## config.mk

```make
export PLATFORM = sky130hd
export DESIGN_NAME = dsw_write_port
export DESIGN_NICKNAME = d
export VERILOG_FILES = /design/src/dsw_sync.v /design/src/dsw_write_port.v
export VERILOG_INCLUDE_DIRS = /design/src
export SDC_FILE = /design/constraint.sdc
export NUM_CORES = 1
export LEC_CHECK = 0
export BUFFER_PORTS_ARGS = -buffer_cell sky130_fd_sc_hd__buf_2
export CORE_MARGIN = 4
export CORE_UTILIZATION = 45
export CTS_CLUSTER_DIAMETER = 150
export CTS_CLUSTER_SIZE = 28
export DETAILED_ROUTE_END_ITERATION = 12
export GPL_TIMING_DRIVEN = 0
export SETUP_SLACK_MARGIN = 0.2
export SLEW_MARGIN = 40
export SYNTH_ARGS = -nofsm -noshare
export SYNTH_HDL_FRONTEND = slang
export SYNTH_SLANG_ARGS = --single-unit
```

## constraint.sdc

```tcl
create_clock -name core_clk -period 5.6 [get_ports core_clk]
set_input_delay 0.84 -clock core_clk [delete_from_list [all_inputs] [get_ports core_clk]]
set_output_delay 0.84 -clock core_clk [all_outputs]
set_load 0.005 [all_outputs]
```

## src/dsw_regs.vh

```
// constants for the serial write port of a single-channel converter
// assumes the includer uses the names below for mode and width figures
`ifndef DSW_REGS_VH
`define DSW_REGS_VH

// ****************************************************************
// command word layout and bit counter
// ****************************************************************
`define DSW_MODE_BITS 2
`define DSW_CNT_BITS 5
`define DSW_CNT_ZERO 5'h00
`define DSW_CNT_ONE 5'h01

// ****************************************************************
// output modes carried in the mode field
// ****************************************************************
`define DSW_MODE_NORMAL 2'h0
`define DSW_MODE_PD_1K 2'h1
`define DSW_MODE_PD_100K 2'h2
`define DSW_MODE_PD_HIZ 2'h3

// ****************************************************************
// synchroniser rest levels
// ****************************************************************
`define DSW_IDLE_HIGH 1'h1
`define DSW_IDLE_LOW 1'h0

`endif

```

## src/dsw_sync.v

```verilog
// two-stage synchroniser for one pin coming from outside core_clk
// assumes a synchronous active-low reset on the same clock
`timescale 1ns/100ps
`default_nettype none

module dsw_sync #(
    parameter [0:0] RST_VAL = 1'h0
) (
    input wire core_clk,
    input wire resetn,
    input wire pin_in,
    output wire pin_sync
);

    reg meta_q;
    reg sync_q;

    // the first stage feeds only the second stage
    always @(posedge core_clk) begin
        if (!resetn) begin
            meta_q <= RST_VAL;
            sync_q <= RST_VAL;
        end else begin
            meta_q <= pin_in;
            sync_q <= meta_q;
        end
    end

    assign pin_sync = sync_q;

endmodule // dsw_sync

`default_nettype wire

```

## src/dsw_write_port.v

```verilog
// serial write port of a single-channel voltage-output converter
// assumes frame sync, shift clock and data arrive from a host on pins,
// asynchronous to core_clk; the shift clock is oversampled by core_clk
//
// Summary of operation
// RQ1 - frame sync low opens the frame and enables the input shift register.
// RQ2 - data is sampled on each falling shift-clock edge while the frame is open; here only until the word completes.
// RQ3 - output updates from the shifted word once the full word count is reached.
// RQ4 - frame sync rising before the word completes aborts; partial word discarded; here a frame with no bits gives no abort.
// RQ5 - shift clock up to 30 MHz; host keeps below it, device must keep up; here core_clk oversampling caps it well below.
// RQ6 - sixteen-bit command for the 14-bit variant, 24-bit for 16-bit variants.
// RQ7 - normal mode plus three power-down loads: high impedance, 100k, 1k to ground.
// RQ8 - after reset the code is midscale or zero until the first complete write.
// RQ9 - words arrive most significant bit first, mode bits ahead of the code.
`timescale 1ns/100ps
`default_nettype none
`include "dsw_regs.vh"

module dsw_write_port #(
    parameter DATA_BITS = 14,
    parameter WORD_BITS = 16,
    parameter RESET_MIDSCALE = 1
) (
    input wire core_clk,
    input wire resetn,
    input wire sync_n,
    input wire sclk,
    input wire din,
    output wire [DATA_BITS-1:0] analog_output,
    output wire [1:0] power_mode,
    output wire output_active,
    output wire load_hiz,
    output wire load_100k,
    output wire load_1k,
    output wire update_pulse,
    output wire abort_pulse
);

    // ****************************************************************
    // derived constants
    // ****************************************************************
    localparam MODE_LSB = DATA_BITS;
    localparam MODE_MSB = DATA_BITS + `DSW_MODE_BITS - 1;
    // word length cut to the counter width on purpose; 24 still fits
    localparam [31:0] WORD_BITS_W = WORD_BITS;
    localparam [`DSW_CNT_BITS-1:0] WORD_LEN = WORD_BITS_W[`DSW_CNT_BITS-1:0];
    // midscale is the top bit alone; zero scale is all clear
    localparam [DATA_BITS-1:0] CODE_RESET = RESET_MIDSCALE ?
        {1'h1, {(DATA_BITS-1){1'h0}}} : {DATA_BITS{1'h0}};

    // ****************************************************************
    // pin synchronisers
    // ****************************************************************
    wire sync_n_s;
    wire sclk_s;
    wire din_s;

    // all three pins share the same two-cycle delay, so their
    // relative timing as seen by core_clk is preserved
    dsw_sync #(.RST_VAL(`DSW_IDLE_HIGH)) u_sync_fs (
        .core_clk(core_clk),
        .resetn(resetn),
        .pin_in(sync_n),
        .pin_sync(sync_n_s)
    );

    dsw_sync #(.RST_VAL(`DSW_IDLE_LOW)) u_sync_ck (
        .core_clk(core_clk),
        .resetn(resetn),
        .pin_in(sclk),
        .pin_sync(sclk_s)
    );

    dsw_sync #(.RST_VAL(`DSW_IDLE_LOW)) u_sync_di (
        .core_clk(core_clk),
        .resetn(resetn),
        .pin_in(din),
        .pin_sync(din_s)
    );

    // ****************************************************************
    // edge detection
    // ****************************************************************
    reg sclk_prev_q;
    reg sync_prev_q;

    // history of the synchronised levels, never of the first stage
    always @(posedge core_clk) begin
        if (!resetn) begin
            sclk_prev_q <= `DSW_IDLE_LOW;
            sync_prev_q <= `DSW_IDLE_HIGH;
        end else begin
            sclk_prev_q <= sclk_s;
            sync_prev_q <= sync_n_s;
        end
    end

    wire frame_open = ~sync_n_s; // RQ1
    wire sclk_fall = sclk_prev_q & ~sclk_s; // RQ5
    wire sync_rise = ~sync_prev_q & sync_n_s;

    // ****************************************************************
    // input shift register and bit counter
    // ****************************************************************
    reg [WORD_BITS-1:0] shift_q;
    reg [WORD_BITS-1:0] shift_d;
    reg [`DSW_CNT_BITS-1:0] count_q;
    reg [`DSW_CNT_BITS-1:0] count_d;
    reg done_q;
    reg done_d;
    reg load_now;

    // extra edges after a complete word are ignored until the frame
    // closes, so a long burst cannot smear the latched command
    always @* begin
        shift_d = shift_q;
        count_d = count_q;
        done_d = done_q;
        load_now = 1'h0;
        if (!frame_open) begin
            count_d = `DSW_CNT_ZERO; // RQ4
            done_d = 1'h0;
        end else if (sclk_fall && !done_q) begin
            shift_d = {shift_q[WORD_BITS-2:0], din_s}; // RQ2 RQ9
            count_d = count_q + `DSW_CNT_ONE;
            if (count_d == WORD_LEN) begin
                done_d = 1'h1;
                load_now = 1'h1; // RQ3 RQ6
            end
        end
    end

    always @(posedge core_clk) begin
        if (!resetn) begin
            shift_q <= {WORD_BITS{1'h0}};
            count_q <= `DSW_CNT_ZERO;
            done_q <= 1'h0;
        end else begin
            shift_q <= shift_d;
            count_q <= count_d;
            done_q <= done_d;
        end
    end

    // ****************************************************************
    // output latch
    // ****************************************************************
    reg [DATA_BITS-1:0] code_q;
    reg [1:0] mode_q;
    reg update_q;
    reg abort_q;

    // the latch only moves on a completed word; an aborted frame
    // never reaches here, so the output stays put
    always @(posedge core_clk) begin
        if (!resetn) begin
            code_q <= CODE_RESET; // RQ8
            mode_q <= `DSW_MODE_NORMAL;
            update_q <= 1'h0;
            abort_q <= 1'h0;
        end else begin
            update_q <= load_now;
            abort_q <= sync_rise & ~done_q & (count_q != `DSW_CNT_ZERO); // RQ4
            if (load_now) begin
                code_q <= shift_d[DATA_BITS-1:0]; // RQ3
                mode_q <= shift_d[MODE_MSB:MODE_LSB]; // RQ7 RQ9
            end
        end
    end

    // ****************************************************************
    // mode decode
    // ****************************************************************
    reg act_d;
    reg hiz_d;
    reg r100k_d;
    reg r1k_d;

    // exactly one of active and the three loads is selected at any time
    always @* begin
        act_d = 1'h0;
        hiz_d = 1'h0;
        r100k_d = 1'h0;
        r1k_d = 1'h0;
        case (mode_q)
            `DSW_MODE_NORMAL: begin
                act_d = 1'h1;
            end
            `DSW_MODE_PD_1K: begin
                r1k_d = 1'h1; // RQ7
            end
            `DSW_MODE_PD_100K: begin
                r100k_d = 1'h1; // RQ7
            end
            default: begin
                hiz_d = 1'h1; // RQ7
            end
        endcase
    end

    reg act_q;
    reg hiz_q;
    reg r100k_q;
    reg r1k_q;

    // registered so the load switches never see decode glitches
    always @(posedge core_clk) begin
        if (!resetn) begin
            act_q <= 1'h1;
            hiz_q <= 1'h0;
            r100k_q <= 1'h0;
            r1k_q <= 1'h0;
        end else begin
            act_q <= act_d;
            hiz_q <= hiz_d;
            r100k_q <= r100k_d;
            r1k_q <= r1k_d;
        end
    end

    // ****************************************************************
    // outputs
    // ****************************************************************
    // limitation: oversampling at core_clk caps the usable shift clock
    // well below the pin rating; a faster host needs a faster core_clk
    assign analog_output = code_q;
    assign power_mode = mode_q;
    assign output_active = act_q;
    assign load_hiz = hiz_q;
    assign load_100k = r100k_q;
    assign load_1k = r1k_q;
    assign update_pulse = update_q;
    assign abort_pulse = abort_q;

endmodule // dsw_write_port

`default_nettype wire

```

==> results of run 1 <==
==> worst max-delay path: stages (launching register included) <==
cell,delay (ps)
sky130_fd_sc_hd__dfxtp_1,480
sky130_fd_sc_hd__ha_1,270
sky130_fd_sc_hd__nand3_2,130
sky130_fd_sc_hd__xnor2_2,250
sky130_fd_sc_hd__nand4_4,220
sky130_fd_sc_hd__buf_6,220
sky130_fd_sc_hd__mux2_4,300
==> per-stage QoR <==
stage	power [mW]	setup slack (ps)	utilization [%]	hold slack (ps)	area [sq um]
4_1_cts	0.587	3630	54.8	437	2260
6_report	0.579	3640	54.8	437	2260
5_1_grt	0.605	3530	54.8	438	2260
3_3_place_gp	0.386	3620	52.8	412	2170
2_1_floorplan	0.381	3850	-	386	1980
3_5_place_dp	0.386	3580	52.8	413	2170
==> kinds of logic after synthesis <==
group,after synthesis,synth area share (%)
muxes,29,17.1
and+or+nand+nor,64,20.4
xor gates and xnor gates,5,2.59
AOI/OAI and AO/OA,7,2.84
buffers and inverters,12,3.60
DFF,51,51.6
adders and majority gates,3,1.90
==> synth_stat cells (all sizes together) (2+ instances only) <==
library cell / number
dfxtp: 51
and2: 18
nor2b: 16
mux2i: 15
mux2: 14
nor2: 11
clkbuf: 5
inv: 4
nand2: 4
nand2b: 4
buf: 3
ha: 3
nand4: 3
xnor2: 3
a2bb2oi: 2
nor4b: 2
xor2: 2
==> area by class of cell <==
| class | instances | area share (%) |
|---|---|---|
| clock inverters | 2 | 0.554 |
| plain buffers | 8 | 2.49 |
| well taps | 50 | 2.77 |
| flip-flops and latches | 51 | 45.2 |
| inverters | 4 | 0.665 |
| multi-input cells | 108 | 39.3 |
| repair buffers | 26 | 5.76 |
| clock buffers | 6 | 3.22 |
==> routing by layer <==
metal	wire length (um)	up-vias
met5	0	-
met4	34	0
met3	189	4
met2	1410	24
met1	1610	556
li1	-	636
==> power breakdown <==
group	switching (mW)	total, mW	internal, mW
clock network	0.114	0.201	0.0875
logic	0.00668	0.0119	0.00522
registers	0.00111	0.366	0.365
total	0.122	0.579	0.457
==> path summary, 6_finish.rpt <==
check	from	end	slack, ps	cells past startpoint
worst max register to register	count_q[0]	analog_output[0]	3640	6
worst max-delay path	count_q[0]	analog_output[0]	3640	6
worst min register to register	u_sync_fs.meta_q	u_sync_fs.pin_sync	440	1
worst min-delay path	u_sync_fs.meta_q	u_sync_fs.pin_sync	440	1
==> registers in the layout (all words and copies together) (netlist names), 2 cells and up <==
| signal | flops |
|---|---|
| analog_output | 14 |
| count_q | 5 |
| power_mode | 2 |
| shift_q | 15 |
==> impl_table.tex, run 1 <==
\begin{tabular}{lr}
\hline
Metric & Value \\
\hline
\multicolumn{2}{l}{\textbf{Clock tree}} \\
\quad CTS tree & yes \\
\quad H-tree depth reported by CTS & 2 \\
\quad Post-CTS Setup Inserts & 0 \\
\quad CTS-repair resized insts & 0 \\
\quad Clock root buffer & sky130\_fd\_sc\_hd\_\_clkbuf\_8 \\
\quad Number of buffers created by CTS & 5 \\
\quad Maximum buffer depth of the clock tree & 2 \\
\quad Worst skew pair latency & 290 ps \\
\quad Total number of clock tree sinks & 51 \\
\quad Register clock-pin slew on the reported worst setup and hold paths & 90 ps \\
\quad Total of hold buffers inserted after clock tree synthesis & 0 \\
\multicolumn{2}{l}{\textbf{Die}} \\
\quad Height of the chip & 74.3 um \\
\quad Die outline area & 5520 sq um \\
\quad DIE WIDTH & 74.3 um \\
\quad Effective utilization at floorplan & 48.1\% \\
\quad Num ports & 27 \\
\quad Site Rows & 23 \\
\quad Std-Cell Core Area & 4120 sq um \\
\multicolumn{2}{l}{\textbf{Setup path}} \\
\quad Max FO, Critical Path & 10 \\
\quad Arrival time of the worst setup path & 2150 ps \\
\quad Crit path capture type & flip-flop \\
\quad Data required time at the worst endpoint & 5790 ps \\
\quad Kind of critical path & reg2reg \\
\quad Critical Path Source Type & flip-flop \\
\multicolumn{2}{l}{\textbf{Timing}} \\
\quad Final number of hold-violating endpoints & 0 \\
\quad Slew HR & 66.5\% \\
\quad Portion of the clock cycle consumed by the worst path in the final layout & 35.1\% \\
\quad Unrepaired setup endpoints after global routing & no \\
\quad Max Transition Viols Final & 0 \\
\quad Measured slew at the worst slew-check pin & 500 ps \\
\quad Worst-case clock skew & 3.49 ps \\
\quad Fmax & 0.509 GHz \\
\quad Finish-stage setup viols & 0 \\
\quad Shortest period the worst path allows & 1960 ps \\
\quad Final TNS setup & 0 ps \\
\multicolumn{2}{l}{\textbf{Global routing}} \\
\quad Total grt overflow & 0 \\
\quad Number of antenna violations at the first check in global routing & 0 \\
\quad Maximum number of pins on one net before global-route repair & 16 \\
\quad Global-route usage over all layers & 12.8\% \\
\quad Layer with the highest usage & met2 \\
\quad Wire length of the first global-routing pass & 5420 um \\
\quad GR Layer Usage met3 & 4.46\% \\
\quad Met2 GRT Util & 19.6\% \\
\quad M1 GR Usage & 17.1\% \\
\quad Vias in the first global route & 1,164 \\
\multicolumn{2}{l}{\textbf{Cells and area}} \\
\quad Nets & 212 \\
\quad Area of the multi-input gates & 887 sq um \\
\quad Total of fill cells in the finished design & 372 \\
\quad Top library cells by usage in the layout, fill and taps aside & 51 x sky130\_fd\_sc\_hd\_\_dfxtp\_1, 26 x sky130\_fd\_sc\_hd\_\_buf\_2, 18 x sky130\_fd\_sc\_hd\_\_and2\_1 \\
\quad Layout cells sized above 1 & 26.8\% \\
\quad Diode count & 0 \\
\quad Area taken by flip-flops and latches & 1020 sq um \\
\quad Count of non-filler cells in the finished layout & 255 \\
\quad Area Growth Syn to Fin & 14.0\% \\
\quad Most frequent standard cell in the layout excluding fill and tap cells & sky130\_fd\_sc\_hd\_\_dfxtp\_1 \\
\multicolumn{2}{l}{\textbf{Route}} \\
\quad Iteration-0 DRC Markers & 45 \\
\quad Count of nets left with antenna violations after detail routing & 0 \\
\quad Ratio of routed vias to standard cells & 4.78 \\
\quad Wirelength, routed & 3250 um \\
\quad DR DRC count & 0 \\
\quad Final routed wire length divided by cell count & 12.7 um \\
\quad Number of search-and-repair iterations in the first detailed-routing pass & 4 \\
\quad Via count & 1,220 \\
\multicolumn{2}{l}{\textbf{Synthesis}} \\
\quad Synthesized instance count & 171 \\
\quad Post-Synthesis Cell Area & 1980 sq um \\
\quad Number of warnings issued by yosys & 0 \\
\quad Ys async rst share & 0\% \\
\quad Syn Area/Cell & 11.6 sq um \\
\quad Post-synth EDFFs & 0 \\
\quad Area share of the leading cell type in the synthesized netlist & 51.6\% \\
\quad Number of register bits inferred by synthesis & 51 \\
\quad Library cell with the largest summed area after synthesis & sky130\_fd\_sc\_hd\_\_dfxtp\_1 \\
\quad Primary FF master, synth & sky130\_fd\_sc\_hd\_\_dfxtp\_1 \\
\quad Leading cell types by total area after synthesis & sky130\_fd\_sc\_hd\_\_dfxtp\_1 52\%, sky130\_fd\_sc\_hd\_\_mux2i\_1 7.6\%, sky130\_fd\_sc\_hd\_\_mux2\_4 6.1\%, sky130\_fd\_sc\_hd\_\_and2\_1 5.7\%, sky130\_fd\_sc\_hd\_\_nor2b\_1 5.1\% \\
\quad Seq/Total Area, Yosys & 51.6\% \\
\quad Syn nets & 179 \\
\quad Synth unique cells & 33 \\
\multicolumn{2}{l}{\textbf{Placement}} \\
\quad DP Cell Count & 247 \\
\quad Detailed placer's ending HPWL & 2250 um \\
\quad Number of buffers added on ports & 26 \\
\quad GP Congestion & 0.704 \\
\multicolumn{2}{l}{\textbf{Power and ir drop}} \\
\quad Maximum vdd drop & 119 uV \\
\quad Standby leakage power & 0.935 nW \\
\quad Power density cells & 257 nW/um\^{}2 \\
\multicolumn{2}{l}{\textbf{Outcome}} \\
\quad Status & completed \\
\multicolumn{2}{l}{\textbf{Worst hold path}} \\
\quad Min-delay worst type & reg2reg \\
\multicolumn{2}{l}{\textbf{Job}} \\
\quad Maximum capacitance violations & 0 \\
\hline
\end{tabular}
No activity file was read; power rests on OpenSTA's default activity.
==> run 2: changes to the inputs <==
==> constraint.sdc (replaced) <==
create_clock -name core_clk -period 2 [get_ports core_clk]
set_input_delay 0.3 -clock core_clk [delete_from_list [all_inputs] [get_ports core_clk]]
set_output_delay 0.3 -clock core_clk [all_outputs]
set_load 0.005 [all_outputs]
==> run 2 against run 1 <==
Sequential cell count stayed put; design area rose by 2.2%; power rose to 2.8 times the previous value; routed wire length is 1.1% higher; sequential power grew to 2.8 times the previous value; first-iteration DRC count grew 2.2%; largest power group unchanged; maximum frequency up 14%; non-clock buffer count grew 3.
==> impl_table.tex, run 2 (synthesis gave the netlist of run 1 again) <==
\begin{tabular}{lr}
\hline
Metric & Value \\
\hline
\multicolumn{2}{l}{\textbf{Outcome}} \\
\quad Status & completed \\
\multicolumn{2}{l}{\textbf{Power and ir drop}} \\
\quad Standby leakage power & 0.953 nW \\
\quad Maximum vdd drop & 334 uV \\
\quad Power density cells & 704 nW/um\^{}2 \\
\multicolumn{2}{l}{\textbf{Worst hold path}} \\
\quad Min-delay worst type & in2reg \\
\quad Hold Path Cell Cnt & 2 \\
\multicolumn{2}{l}{\textbf{Global routing}} \\
\quad Maximum number of pins on one net before global-route repair & 16 \\
\quad Total grt overflow & 0 \\
\quad Wire length of the first global-routing pass & 5510 um \\
\quad Number of antenna violations at the first check in global routing & 0 \\
\quad Vias in the first global route & 1,192 \\
\quad Global-route usage over all layers & 13.0\% \\
\multicolumn{2}{l}{\textbf{Clock tree}} \\
\quad Number of buffers created by CTS & 5 \\
\quad Total number of clock tree sinks & 51 \\
\quad Clock root buffer & sky130\_fd\_sc\_hd\_\_clkbuf\_8 \\
\quad Register clock-pin slew on the reported worst setup and hold paths & 90 ps \\
\quad CTS tree & yes \\
\quad Worst skew pair latency & 290 ps \\
\quad Total of hold buffers inserted after clock tree synthesis & 0 \\
\quad Maximum buffer depth of the clock tree & 2 \\
\quad H-tree depth reported by CTS & 2 \\
\multicolumn{2}{l}{\textbf{Setup path}} \\
\quad Worst path buffer plus inverter count & 1 \\
\quad Critical Path Source Type & flip-flop \\
\quad Max FO, Critical Path & 10 \\
\quad Kind of critical path & reg2reg \\
\quad Crit path capture type & flip-flop \\
\quad Delay of the slowest cell on the worst path & 410 ps \\
\quad Cell Chain, Critical Path & ha\_1, nand3\_2, xnor2\_4, nand4\_4, buf\_6, mux2\_4 \\
\quad Data required time at the worst endpoint & 2190 ps \\
\quad Cells on worst reg2reg path & 6 \\
\quad Critical-path top delay cell & sky130\_fd\_sc\_hd\_\_dfxtp\_2 \\
\quad Worst path top cell family by delay & flip-flops \\
\quad Arrival time of the worst setup path & 1910 ps \\
\quad Levels on crit path & 6 \\
\multicolumn{2}{l}{\textbf{Cells and area}} \\
\quad Count of non-filler cells in the finished layout & 258 \\
\quad Diode count & 0 \\
\quad Nets & 215 \\
\quad Final cell area excluding filler cells & 2310 sq um \\
\quad Flip-flop count of the largest register after layout & 15 \\
\quad Total of fill cells in the finished design & 369 \\
\quad Most frequent standard cell in the layout excluding fill and tap cells & sky130\_fd\_sc\_hd\_\_dfxtp\_1 \\
\quad Area Growth Syn to Fin & 16.5\% \\
\quad Top library cells by usage in the layout, fill and taps aside & 49 x sky130\_fd\_sc\_hd\_\_dfxtp\_1, 26 x sky130\_fd\_sc\_hd\_\_buf\_2, 18 x sky130\_fd\_sc\_hd\_\_and2\_1 \\
\quad Biggest register & shift\_q \\
\quad Layout cells sized above 1 & 29.3\% \\
\quad Final standard cell utilization of the core & 56.0\% \\
\multicolumn{2}{l}{\textbf{Route}} \\
\quad DR DRC count & 0 \\
\quad Wirelength, routed & 3290 um \\
\quad Routed metal-1 wirelength & 1630 um \\
\quad Via count & 1,231 \\
\quad Number of search-and-repair iterations in the first detailed-routing pass & 4 \\
\quad Uppermost signal routing layer after detailed routing & met4 \\
\quad Final routed wire length divided by cell count & 12.7 um \\
\quad Detailed-routed wire length on met3 & 199 um \\
\quad Ratio of routed vias to standard cells & 4.77 \\
\quad Count of nets left with antenna violations after detail routing & 0 \\
\quad Iteration-0 DRC Markers & 46 \\
\quad Routed length on met2 & 1400 um \\
\multicolumn{2}{l}{\textbf{Job}} \\
\quad Maximum capacitance violations & 0 \\
\multicolumn{2}{l}{\textbf{Timing}} \\
\quad Portion of the clock cycle consumed by the worst path in the final layout & 85.9\% \\
\quad Fmax & 0.582 GHz \\
\quad Shortest period the worst path allows & 1720 ps \\
\quad Max Transition Viols Final & 0 \\
\quad Measured slew at the worst slew-check pin & 516 ps \\
\quad Final TNS setup & 0 ps \\
\quad Unrepaired setup endpoints after global routing & no \\
\quad Slew HR & 65.4\% \\
\quad Worst-case clock skew & 1.83 ps \\
\quad Final number of hold-violating endpoints & 0 \\
\quad Finish-stage setup viols & 0 \\
\multicolumn{2}{l}{\textbf{Placement}} \\
\quad Placed inst area & 2170 sq um \\
\quad GP Congestion & 0.704 \\
\quad Detailed placer's ending HPWL & 2250 um \\
\quad DP Cell Count & 247 \\
\quad Number of buffers added on ports & 26 \\
\multicolumn{2}{l}{\textbf{Die}} \\
\quad Height of the chip & 74.3 um \\
\quad Num ports & 27 \\
\quad Effective utilization at floorplan & 48.1\% \\
\quad Die outline area & 5520 sq um \\
\quad Std-Cell Core Area & 4120 sq um \\
\quad Site Rows & 23 \\
\quad DIE WIDTH & 74.3 um \\
\hline
\end{tabular}
run 2: final cells by class:
cell class	instances	area (sq um)	share of cell area (%)
Timing Repair Buffer	29	153	6.62
Buffer	8	56.3	2.44
Inverter	4	15.0	0.651
Clock buffer	6	72.6	3.15
Tap cell	50	62.6	2.71
Sequential cell	51	1020	44.4
Multi-Input combinational cell	108	911	39.5
Clock inverter	2	12.5	0.543
run 2: report_power, final:
part,total [mW],leakage [nW],internal (mW),switching [mW]
clock network,0.565,0.0412,0.245,0.320
registers,1.02,0.413,1.02,0.00370
logic,0.0338,0.499,0.0152,0.0186
run 2: per-layer routing:
| layer | track usage [%] | vias to the layer above |
|---|---|---|
| li1 | - | 638 |
| met1 | 17.2 | 557 |
| met2 | 20.0 | 30 |
| met3 | 4.46 | 6 |
| met4 | 4.35 | 0 |
| met5 | 0 | - |
run 2: final timing paths:
path / slack, ps / startpoint / end
max reg2reg: 280 / count_q[0] / analog_output[0]
max: 280 / count_q[0] / analog_output[0]
min: 200 / sync_n / u_sync_fs.meta_q
min reg2reg: 430 / u_sync_fs.meta_q / u_sync_fs.pin_sync
run 2: repair_timing:
action	in CTS	in global routing
setup endpoints to repair	8	5
setup buffers	1	2
pin swaps	1	0
gates resized for setup	3	2
run 2: per-stage QoR:
step                power [mW]  hold WS [ps]  setup WS (ps)
floorplan                 1.07           386            253
global placement          1.08           412           98.1
detailed placement        1.08           413           40.8
CTS                       1.64           184            229
global route              1.69           188            203
finish                    1.62           195            283
